**config.mk**
```make
export PLATFORM = sky130hd
export DESIGN_NAME = slvds_fmt_cfg
export DESIGN_NICKNAME = d
export VERILOG_FILES = /design/src/common/slvds_pkg.sv /design/src/design/slvds_fmt_cfg.sv /design/src/design/slvds_width_sel.sv /design/src/design/slvds_skid_buf.sv
export SDC_FILE = /design/constraint.sdc
export NUM_CORES = 1
export LEC_CHECK = 0
export BUFFER_PORTS_ARGS = -buffer_cell sky130_fd_sc_hd__buf_2
export CORE_MARGIN = 2
export CORE_UTILIZATION = 49
export DETAILED_ROUTE_END_ITERATION = 8
export GPL_TIMING_DRIVEN = 1
export PLACE_DENSITY_LB_ADDON = 0.05
export SYNTH_ARGS = -nofsm -noshare
export SYNTH_HDL_FRONTEND = slang
export SYNTH_HIERARCHICAL = 1
export SYNTH_SLANG_ARGS = --single-unit
export TNS_END_PERCENT = 5
```
**constraint.sdc**
```tcl
create_clock -name I_SYS_CLK -period 1.61 [get_ports I_SYS_CLK]
set_clock_uncertainty 0.1 [all_clocks]
set_input_delay 0 -clock I_SYS_CLK [delete_from_list [all_inputs] [get_ports I_SYS_CLK]]
set_output_delay 0 -clock I_SYS_CLK [all_outputs]
set_load 0.02 [all_outputs]
```
**src/common/slvds_pkg.sv**
```systemverilog
// Shared constants, types and helpers for the serial output formatter configuration block.
// Assumes a single system clock domain; all users import this package whole.
package slvds_pkg;

    // Register addresses.
    localparam logic [7:0] ADDR_FRAME_CFG = 8'h19;
    localparam logic [7:0] ADDR_SWING = 8'h1a;
    localparam logic [7:0] ADDR_RESOLUTION = 8'h1b;
    localparam logic [7:0] ADDR_DELAY = 8'h1e;
    localparam logic [7:0] ADDR_PAT_LOW = 8'h20;
    localparam logic [7:0] ADDR_PAT_MID = 8'h21;
    localparam logic [7:0] ADDR_PAT_HIGH = 8'h22;

    // Field positions.
    localparam int FRAME_CLOCK_SOURCE_SEL_BIT = 7;
    localparam int FRAME_CLOCK_DIVIDE_SEL_BIT = 4;
    localparam int FRAME_CLOCK_TOG_BIT = 0;
    localparam int HALF_SWING_BIT = 6;
    localparam int WSEL_EN_BIT = 7;
    localparam int WIDE_EN_BIT = 6;
    localparam int WCODE_LSB = 3;
    localparam int LANE_DEL_LSB = 2;
    localparam int BCLK_DEL_LSB = 0;
    localparam int SCRAMBLER_ENABLE_BIT = 6;
    localparam int PAT_HIGH_LSB = 16;

    // Reset values.
    localparam logic CTRL_BIT_RST = 1'b0;
    localparam logic [2:0] WCODE_RST = 3'h0;
    localparam logic [1:0] DELAY_RST = 2'h0;
    localparam logic [19:0] PATTERN_RST = 20'hffc00;

    // One delay step of the lane and bit-clock trims, in picoseconds.
    localparam int DELAY_STEP_PS = 50;

    // Keep masks for MSB-aligned output words.
    localparam logic [19:0] MASK_14 = 20'hfffc0;
    localparam logic [19:0] MASK_16 = 20'hffff0;
    localparam logic [19:0] MASK_18 = 20'hffffc;
    localparam logic [19:0] MASK_20 = 20'hfffff;

    typedef enum logic [2:0] {
        WCODE_18 = 3'b000,
        WCODE_16 = 3'b001,
        WCODE_14 = 3'b010
    } slvds_wcode_e;

    typedef enum logic [1:0] {
        WIDTH_14 = 2'b00,
        WIDTH_16 = 2'b01,
        WIDTH_18 = 2'b10,
        WIDTH_20 = 2'b11
    } slvds_width_e;

    typedef struct packed {
        logic [19:0] data;
    } slvds_sample_s;

    typedef struct packed {
        logic [19:0] data;
        slvds_width_e width;
    } slvds_word_s;

    typedef struct packed {
        logic src_sel;
        logic div_sel;
        logic tog_sel;
        logic half_swing;
        logic wsel_en;
        logic wide_en;
        logic [2:0] wcode;
        logic [1:0] lane_del;
        logic [1:0] bclk_del;
        logic [19:0] pattern;
        logic scrambler_enable;
    } slvds_cfg_s;

    // Signed trim in delay steps: positive delays, negative advances.
    function automatic logic signed [2:0] slvds_delay_steps(input logic [1:0] code);
        case (code)
            2'b01: slvds_delay_steps = -3'sd1;
            2'b10: slvds_delay_steps = 3'sd1;
            2'b11: slvds_delay_steps = 3'sd2;
            default: slvds_delay_steps = 3'sd0;
        endcase
    endfunction

endpackage

```
**src/design/slvds_fmt_cfg.sv**
```systemverilog
// Configuration registers of the serial output formatter, with the width path.
// Assumes register access, sample source and DSP enable all run on I_SYS_CLK.
`timescale 1ns/1ps
module slvds_fmt_cfg
    import slvds_pkg::*;
(
    input wire logic I_SYS_CLK,
    input wire logic I_RSTN,
    input wire logic I_CE,
    input wire logic I_REG_WR,
    input wire logic I_REG_RD,
    input wire logic [7:0] I_REG_ADDR,
    input wire logic [7:0] I_REG_WDATA,
    output logic [7:0] O_REG_RDATA,
    output logic O_REG_RVALID,
    input wire logic I_DSP_PATH_EN,
    input wire logic I_SMP_VALID,
    output logic O_SMP_READY,
    input wire slvds_pkg::slvds_sample_s I_SMP,
    output logic O_WORD_VALID,
    input wire logic I_WORD_READY,
    output slvds_pkg::slvds_word_s O_WORD,
    output logic O_FRAME_CLOCK_SOURCE_SEL,
    output logic O_FRAME_CLOCK_DIVIDE_SEL,
    output logic O_FRAME_CLOCK_TOGGLE_SEL,
    output logic O_HALF_SWING,
    output logic signed [2:0] O_LANE_DELAY_STEPS,
    output logic signed [2:0] O_BIT_CLOCK_DELAY_STEPS,
    output logic [19:0] O_FRAME_MARKER_PATTERN,
    output logic O_SCRAMBLER_ACTIVE,
    output slvds_pkg::slvds_width_e O_ACTIVE_WIDTH
);

    slvds_cfg_s cfg_reg, cfg_next;
    logic [7:0] rdata_reg, rdata_next;
    logic rvalid_reg, rvalid_next;
    slvds_width_e width_reg, width_next;
    slvds_width_e sel_width;
    slvds_word_s sel_word;
    logic wr_en;

    assign wr_en = I_CE && I_REG_WR;

    // Register writes; reserved bits are not stored and read back as zero.
    always_comb begin
        cfg_next = cfg_reg;
        if (wr_en) begin
            case (I_REG_ADDR)
                ADDR_FRAME_CFG: begin
                    cfg_next.src_sel = I_REG_WDATA[FRAME_CLOCK_SOURCE_SEL_BIT];
                    cfg_next.div_sel = I_REG_WDATA[FRAME_CLOCK_DIVIDE_SEL_BIT];
                    cfg_next.tog_sel = I_REG_WDATA[FRAME_CLOCK_TOG_BIT];
                end
                ADDR_SWING: begin
                    cfg_next.half_swing = I_REG_WDATA[HALF_SWING_BIT];
                end
                ADDR_RESOLUTION: begin
                    cfg_next.wsel_en = I_REG_WDATA[WSEL_EN_BIT];
                    cfg_next.wide_en = I_REG_WDATA[WIDE_EN_BIT];
                    cfg_next.wcode = I_REG_WDATA[WCODE_LSB +: 3];
                end
                ADDR_DELAY: begin
                    cfg_next.lane_del = I_REG_WDATA[LANE_DEL_LSB +: 2];
                    cfg_next.bclk_del = I_REG_WDATA[BCLK_DEL_LSB +: 2];
                end
                ADDR_PAT_LOW: begin
                    cfg_next.pattern[7:0] = I_REG_WDATA;
                end
                ADDR_PAT_MID: begin
                    cfg_next.pattern[15:8] = I_REG_WDATA;
                end
                ADDR_PAT_HIGH: begin
                    cfg_next.pattern[19:16] = I_REG_WDATA[3:0];
                    cfg_next.scrambler_enable = I_REG_WDATA[SCRAMBLER_ENABLE_BIT];
                end
                default: begin
                    cfg_next = cfg_reg;
                end
            endcase
        end
    end

    always_ff @(posedge I_SYS_CLK or negedge I_RSTN) begin
        if (!I_RSTN) begin
            cfg_reg.src_sel <= CTRL_BIT_RST;
            cfg_reg.div_sel <= CTRL_BIT_RST;
            cfg_reg.tog_sel <= CTRL_BIT_RST;
            cfg_reg.half_swing <= CTRL_BIT_RST;
            cfg_reg.wsel_en <= CTRL_BIT_RST;
            cfg_reg.wide_en <= CTRL_BIT_RST;
            cfg_reg.wcode <= WCODE_RST;
            cfg_reg.lane_del <= DELAY_RST;
            cfg_reg.bclk_del <= DELAY_RST;
            cfg_reg.pattern <= PATTERN_RST;
            cfg_reg.scrambler_enable <= CTRL_BIT_RST;
        end else if (I_CE) begin
            cfg_reg <= cfg_next;
        end
    end

    // Read port: data and valid come one cycle after the request.
    always_comb begin
        rdata_next = 8'h00;
        rvalid_next = I_REG_RD;
        if (I_REG_RD) begin
            case (I_REG_ADDR)
                ADDR_FRAME_CFG: begin
                    rdata_next[FRAME_CLOCK_SOURCE_SEL_BIT] = cfg_reg.src_sel;
                    rdata_next[FRAME_CLOCK_DIVIDE_SEL_BIT] = cfg_reg.div_sel;
                    rdata_next[FRAME_CLOCK_TOG_BIT] = cfg_reg.tog_sel;
                end
                ADDR_SWING: begin
                    rdata_next[HALF_SWING_BIT] = cfg_reg.half_swing;
                end
                ADDR_RESOLUTION: begin
                    rdata_next[WSEL_EN_BIT] = cfg_reg.wsel_en;
                    rdata_next[WIDE_EN_BIT] = cfg_reg.wide_en;
                    rdata_next[WCODE_LSB +: 3] = cfg_reg.wcode;
                end
                ADDR_DELAY: begin
                    rdata_next[LANE_DEL_LSB +: 2] = cfg_reg.lane_del;
                    rdata_next[BCLK_DEL_LSB +: 2] = cfg_reg.bclk_del;
                end
                ADDR_PAT_LOW: begin
                    rdata_next = cfg_reg.pattern[7:0];
                end
                ADDR_PAT_MID: begin
                    rdata_next = cfg_reg.pattern[15:8];
                end
                ADDR_PAT_HIGH: begin
                    rdata_next[3:0] = cfg_reg.pattern[19:16];
                    rdata_next[SCRAMBLER_ENABLE_BIT] = cfg_reg.scrambler_enable;
                end
                default: begin
                    rdata_next = 8'h00;
                end
            endcase
        end
    end

    always_ff @(posedge I_SYS_CLK or negedge I_RSTN) begin
        if (!I_RSTN) begin
            rdata_reg <= 8'h00;
            rvalid_reg <= 1'b0;
        end else if (I_CE) begin
            rdata_reg <= rdata_next;
            rvalid_reg <= rvalid_next;
        end
    end

    // Effective width, registered so the frame logic sees a stable level.
    always_comb begin
        width_next = sel_width;
    end

    always_ff @(posedge I_SYS_CLK or negedge I_RSTN) begin
        if (!I_RSTN) begin
            width_reg <= WIDTH_18;
        end else if (I_CE) begin
            width_reg <= width_next;
        end
    end

    // Width selection honours the enable only when the DSP path is off.
    slvds_width_sel u_width_sel (
        .i_dsp_en (I_DSP_PATH_EN),
        .i_wsel_en (cfg_reg.wsel_en),
        .i_wide_en (cfg_reg.wide_en),
        .i_wcode (cfg_reg.wcode),
        .i_sample (I_SMP),
        .o_width (sel_width),
        .o_word (sel_word)
    );

    // Buffer absorbs a receiver stall without losing a word.
    slvds_skid_buf u_skid_buf (
        .i_clk (I_SYS_CLK),
        .i_rstn (I_RSTN),
        .i_ce (I_CE),
        .i_valid (I_SMP_VALID),
        .o_ready (O_SMP_READY),
        .i_word (sel_word),
        .o_valid (O_WORD_VALID),
        .i_ready (I_WORD_READY),
        .o_word (O_WORD)
    );

    assign O_REG_RDATA = rdata_reg;
    assign O_REG_RVALID = rvalid_reg;
    assign O_FRAME_CLOCK_SOURCE_SEL = cfg_reg.src_sel;
    assign O_FRAME_CLOCK_DIVIDE_SEL = cfg_reg.div_sel;
    assign O_FRAME_CLOCK_TOGGLE_SEL = cfg_reg.tog_sel;
    assign O_HALF_SWING = cfg_reg.half_swing;
    assign O_LANE_DELAY_STEPS = slvds_delay_steps(cfg_reg.lane_del);
    assign O_BIT_CLOCK_DELAY_STEPS = slvds_delay_steps(cfg_reg.bclk_del);
    assign O_FRAME_MARKER_PATTERN = cfg_reg.pattern;
    assign O_SCRAMBLER_ACTIVE = cfg_reg.scrambler_enable && I_DSP_PATH_EN;
    assign O_ACTIVE_WIDTH = width_reg;
endmodule

```
**src/design/slvds_width_sel.sv**
```systemverilog
// Output width selection: picks the effective word width and masks the sample.
// Assumes samples arrive MSB aligned in 20 bits; purely combinational.
`timescale 1ns/1ps
module slvds_width_sel
    import slvds_pkg::*;
(
    input wire logic i_dsp_en,
    input wire logic i_wsel_en,
    input wire logic i_wide_en,
    input wire logic [2:0] i_wcode,
    input wire slvds_pkg::slvds_sample_s i_sample,
    output slvds_pkg::slvds_width_e o_width,
    output slvds_pkg::slvds_word_s o_word
);
    always_comb begin
        o_width = WIDTH_18;
        if (i_wide_en) begin
            o_width = WIDTH_20;
        end else if (i_dsp_en || i_wsel_en) begin
            // Unlisted codes fall back to the native width.
            case (i_wcode)
                WCODE_16: o_width = WIDTH_16;
                WCODE_14: o_width = WIDTH_14;
                default: o_width = WIDTH_18;
            endcase
        end
        o_word.width = o_width;
        case (o_width)
            WIDTH_14: o_word.data = i_sample.data & MASK_14;
            WIDTH_16: o_word.data = i_sample.data & MASK_16;
            WIDTH_20: o_word.data = i_sample.data & MASK_20;
            default: o_word.data = i_sample.data & MASK_18;
        endcase
    end
endmodule

```
**src/design/slvds_skid_buf.sv**
```systemverilog
// Two-entry buffer with valid and ready on both sides.
// Assumes one clock; a low clock enable freezes it and drops both handshakes.
`timescale 1ns/1ps
module slvds_skid_buf
    import slvds_pkg::*;
(
    input wire logic i_clk,
    input wire logic i_rstn,
    input wire logic i_ce,
    input wire logic i_valid,
    output logic o_ready,
    input wire slvds_pkg::slvds_word_s i_word,
    output logic o_valid,
    input wire logic i_ready,
    output slvds_pkg::slvds_word_s o_word
);
    slvds_word_s mem_reg [2];
    slvds_word_s mem_next [2];
    logic wr_ptr_reg, wr_ptr_next, rd_ptr_reg, rd_ptr_next;
    logic [1:0] count_reg, count_next;
    logic push, pop;

    assign o_ready = i_ce && (count_reg != 2'd2);
    assign o_valid = i_ce && (count_reg != 2'd0);
    assign o_word = mem_reg[rd_ptr_reg];
    assign push = i_valid && o_ready;
    assign pop = o_valid && i_ready;

    always_comb begin
        mem_next = mem_reg;
        wr_ptr_next = wr_ptr_reg;
        rd_ptr_next = rd_ptr_reg;
        count_next = count_reg;
        if (push) begin
            mem_next[wr_ptr_reg] = i_word;
            wr_ptr_next = ~wr_ptr_reg;
        end
        if (pop) begin
            rd_ptr_next = ~rd_ptr_reg;
        end
        case ({push, pop})
            2'b10: count_next = count_reg + 2'd1;
            2'b01: count_next = count_reg - 2'd1;
            default: count_next = count_reg;
        endcase
    end

    always_ff @(posedge i_clk or negedge i_rstn) begin
        if (!i_rstn) begin
            mem_reg[0] <= '0;
            mem_reg[1] <= '0;
            wr_ptr_reg <= 1'b0;
            rd_ptr_reg <= 1'b0;
            count_reg <= 2'd0;
        end else if (i_ce) begin
            mem_reg <= mem_next;
            wr_ptr_reg <= wr_ptr_next;
            rd_ptr_reg <= rd_ptr_next;
            count_reg <= count_next;
        end
    end
endmodule

```
==> results.env <==
POSTSYNTHCELLCOUNT=365
CTS.PATH.MAX_BUFFERS=2
AREA_GROWTH_PCT=33.4
WL_UM=11500
YS_SEQ_AREA_FRAC=0.486
CRITICAL_PATH_ARRIVAL_NS=1.50
MAX_FREQ_GHz=0.624
R2R_SLACK_NS=0.008
PLACE_HPWL_UM=7700
SYNTH_EDF_COUNT=0
ENDPOINT_KIND='primary output'
INITIAL_UTILIZATION=0.499
DIE_AREA_UM2=10600
TRACK_USAGE=0.216
SYNTH-ADDER-AREA-SHARE=0.0182
NUM_IO_PINS=110
GRT_START_MAX_NET_PINS=39
DIE_W_UM=103
CRITICAL-PATH-TOP-CELL-BY-COUNT='sky130_fd_sc_hd__buf_6'
HOLDCRITPATHCLASS='primary input to register'
CAP_VIOL_MAX_COUNT=0
SYN-CELL-AREA_UM2=4810
YS_ASYNC_SR_FRACTION=1.00
FINAL_COMMON_CELL='sky130_fd_sc_hd__buf_2'
GR-MAX-USAGE-LAYER='met2'
CP_CELL_SEQUENCE='buf_6, mux2_4, buf_6'
GRTUSAGEMET2=0.365
LAYOUT_MIN_CYCLE_TIME_NS=1.60
ROWS=36
TIMING.MAX_SLEW.REL_SLACK=0.580
DIODES=0
GRT_UTIL_MET1=0.282
YS.FLOP_TYPE='sky130_fd_sc_hd__dfrtp_1'
POWERDENSITY_nW_PER_UM2=1380
VDD.IR_DROP.WORST_uV=703
FIN_NETS=564
POST_SYNTH_AND_OR_NAND_NOR_AREA_FRACTION=0.0756
FINALHOLDVIOLCOUNT=0
SLOWEST_DELAY_NS=0.49
DESIGN.CORE.AREA_UM2=9640
LAYOUT.CELLS.MOST_COMMON_LIST='85 x sky130_fd_sc_hd__buf_2, 81 x sky130_fd_sc_hd__dfrtp_1, 58 x sky130_fd_sc_hd__mux2_2'
TOTAL_POWER_mW=8.90
OUTCOME='finished clean'
SYNTH.MUX.AREA_FRACTION=0.271
TIMING_WORST_SLEW_PIN_VALUE_NS=0.628
SETUP-VIOLATIONS-FINAL=0
XOR_AND_XNOR_FRACTION_OF_THE_MAPPED_NETLIST_AREA=0.0109
CLOCK_SINKS=93
WORST_SKEW_PAIR_LATENCY_NS=0.37
DETAIL_ROUTE.DRC_VIOLATIONS=0
P_LEAK_nW=3.17
VIAS=3316
SYNTH.NET_COUNT=416
CLOCK_ROOT_BUFFER_MASTER='sky130_fd_sc_hd__clkbuf_8'
NETLIST-CELL-TYPE-COUNT=53
POSTSYNTHREGISTERBITS=93
GRT_FIRST_PASS_WIRELENGTH_UM=17200
CLKSLEWWORSTSETUPHOLDPATHS_NS=0.09
SYNTH_TOP_FAMILY_BY_AREA='multiplexers'
FIN_CRIT_SH=0.995
DRT_PASS1_ITERATIONS=4
WORSTPATHBUFFERINVERTERCOUNT=2
IO_BUFFER_COUNT=109
DR.FIRST_ITER.DRC_COUNT=42
DRIVE_ABOVE_1_SHARE=0.583
SYN-MEAN-INSTANCE-AREA_UM2=13.2
VIA_COUNT_OF_THE_FIRST_GLOBAL_ROUTING_PASS=3353
WORST_EP_REQUIRED_TIME_NS=1.51
CLOCK_TREE_FROM_TRITONCTS='yes'
GRT_REMAINING_OVERFLOW=0
SYNTH_COMPOUND_GATE_AREA_SHARE=0.0496
CRITICAL_PATH_STARTPOINT_CATEGORY='register'
RSZ0062_AT_GRT='yes'
PLACE_CONGESTION=0.794
GRT_UTIL_MET3=0.0332
CRIT_FANOUT=5
POST-ROUTE-UTIL=0.667
CTS-BUFFERS-INSERTED=9
CHIPHEIGHT_UM=103
PATH_DELAY_FAMILY='flip-flops'
LARGEST_REGISTER_FFS=44
FINAL_MAX_SLEW_VIOL_COUNT=0
ROUTE.DETAILED.VIAS_PER_INST=5.09
SYNTH_WARNINGS=6
SLOWEST_STAGE='sky130_fd_sc_hd__dfrtp_2'
N_FILL_CELL=766
AVGROUTEDWIREPERCELL_UM=17.6
WORSTSETUPPATHTYPE='register to primary output'
HTREE_LEVELS=3
ANTENNA_LEFT=0
ANTENNA_VIOLATIONS_BEFORE_REPAIR=0
-- cells in the mapped netlist, types with 2 or more instances --
cell type,instances,area share
sky130_fd_sc_hd__xor2_1,3,0.0055
sky130_fd_sc_hd__nor2_1,8,0.0062
sky130_fd_sc_hd__dfrtp_1,82,0.43
sky130_fd_sc_hd__and3_1,2,0.0026
sky130_fd_sc_hd__ha_1,7,0.018
sky130_fd_sc_hd__nor3_1,3,0.0031
sky130_fd_sc_hd__clkbuf_1,4,0.0031
sky130_fd_sc_hd__nand2_1,7,0.0055
sky130_fd_sc_hd__o21ai_0,10,0.010
sky130_fd_sc_hd__buf_4,38,0.059
sky130_fd_sc_hd__xnor2_1,3,0.0055
sky130_fd_sc_hd__buf_2,5,0.0052
sky130_fd_sc_hd__nor2b_1,2,0.0026
sky130_fd_sc_hd__buf_12,2,0.0083
sky130_fd_sc_hd__mux2i_1,7,0.015
sky130_fd_sc_hd__a31oi_1,2,0.0026
sky130_fd_sc_hd__dfstp_2,11,0.060
sky130_fd_sc_hd__nand3_1,5,0.0052
sky130_fd_sc_hd__or2_2,2,0.0026
sky130_fd_sc_hd__inv_1,12,0.0094
sky130_fd_sc_hd__nand2b_1,3,0.0039
sky130_fd_sc_hd__o41a_1,2,0.0047
sky130_fd_sc_hd__a32oi_1,5,0.0091
sky130_fd_sc_hd__a21oi_1,3,0.0031
sky130_fd_sc_hd__o2bb2ai_1,3,0.0055
sky130_fd_sc_hd__mux2_2,82,0.19
sky130_fd_sc_hd__and2_1,7,0.0091
sky130_fd_sc_hd__mux2_4,20,0.062
-- stage by stage --
| step | setup TNS (ns) | cells | setup slack, ns | hold slack (ns) | cell area, µm² |
|---|---|---|---|---|---|
| global placement | -1.95 | 593 | -0.118 | -0.215 | 5520 |
| floorplan | 0 | 365 | 0.0166 | -0.396 | 4840 |
| finish | 0 | 651 | 0.00754 | 0.0483 | 6420 |
| detailed placement | -2.48 | 593 | -0.156 | -0.218 | 5520 |
| CTS | -0.0911 | 647 | -0.0186 | 0.0345 | 6130 |
| global route | -1.19 | 651 | -0.0558 | 0.0786 | 6420 |
-- worst register-to-register path: cells and delay by family (launching register included) --
family                 cells  cell delay, ns
and+or+nand+nor            2            0.49
DFF                        1            0.39
muxes                      1            0.31
buffers and inverters      1            0.21
-- power by group --
part,switching (mW),total [mW],internal [mW]
sequential,0.356,3.26,2.90
clock,0.823,1.64,0.812
combinational,1.59,4.00,2.41
-- worst paths after layout --
path,start,cells past startpoint,endpoint
max,u_skid_buf/rd_ptr_reg,3,O_WORD[4]
min,I_REG_ADDR[1],4,O_REG_RDATA[0]
max reg2reg,u_skid_buf/count_reg[0],4,u_skid_buf/mem_reg[30]
min reg2reg,O_REG_RDATA[5],1,O_REG_RDATA[5]
max in group asynchronous,I_RSTN,3,u_skid_buf/rd_ptr_reg
min in group asynchronous,I_RSTN,3,u_skid_buf/mem_reg[19]
-- cell families after synthesis --
kind of cell | Yosys count
muxes | 110
DFF | 93
buffers and inverters | 63
and+or+nand+nor | 53
AOI/OAI and AO/OA | 33
adders and majority gates | 7
xor gates and xnor gates | 6
-- metal layers --
| layer | part of all wire | vias up |
|---|---|---|
| li1 | - | 1563 |
| met1 | 0.44 | 1665 |
| met2 | 0.51 | 78 |
| met3 | 0.038 | 10 |
| met4 | 0.013 | 0 |
| met5 | 0 | - |
-- cell type report --
class	count	area (µm²)	share of cell area
Sequential cell	93	2340	0.365
Multi-Input combinational cell	209	2170	0.338
Timing Repair Buffer	188	1490	0.232
Tap cell	133	166	0.0259
Clock buffer	12	155	0.0241
Clock inverter	4	56.3	0.00876
Inverter	12	45.0	0.00701
-- repair_timing --
action                                  CTS  global route
gates cloned                              1             3
endpoints found under the hold margin   172             0
gates resized for setup                   4            72
pin swaps                                 0             0
hold buffers                             36             0
setup buffers                             1             1
endpoints found under the setup margin   21            47
Note: power is estimated with default switching activity, not from simulation.
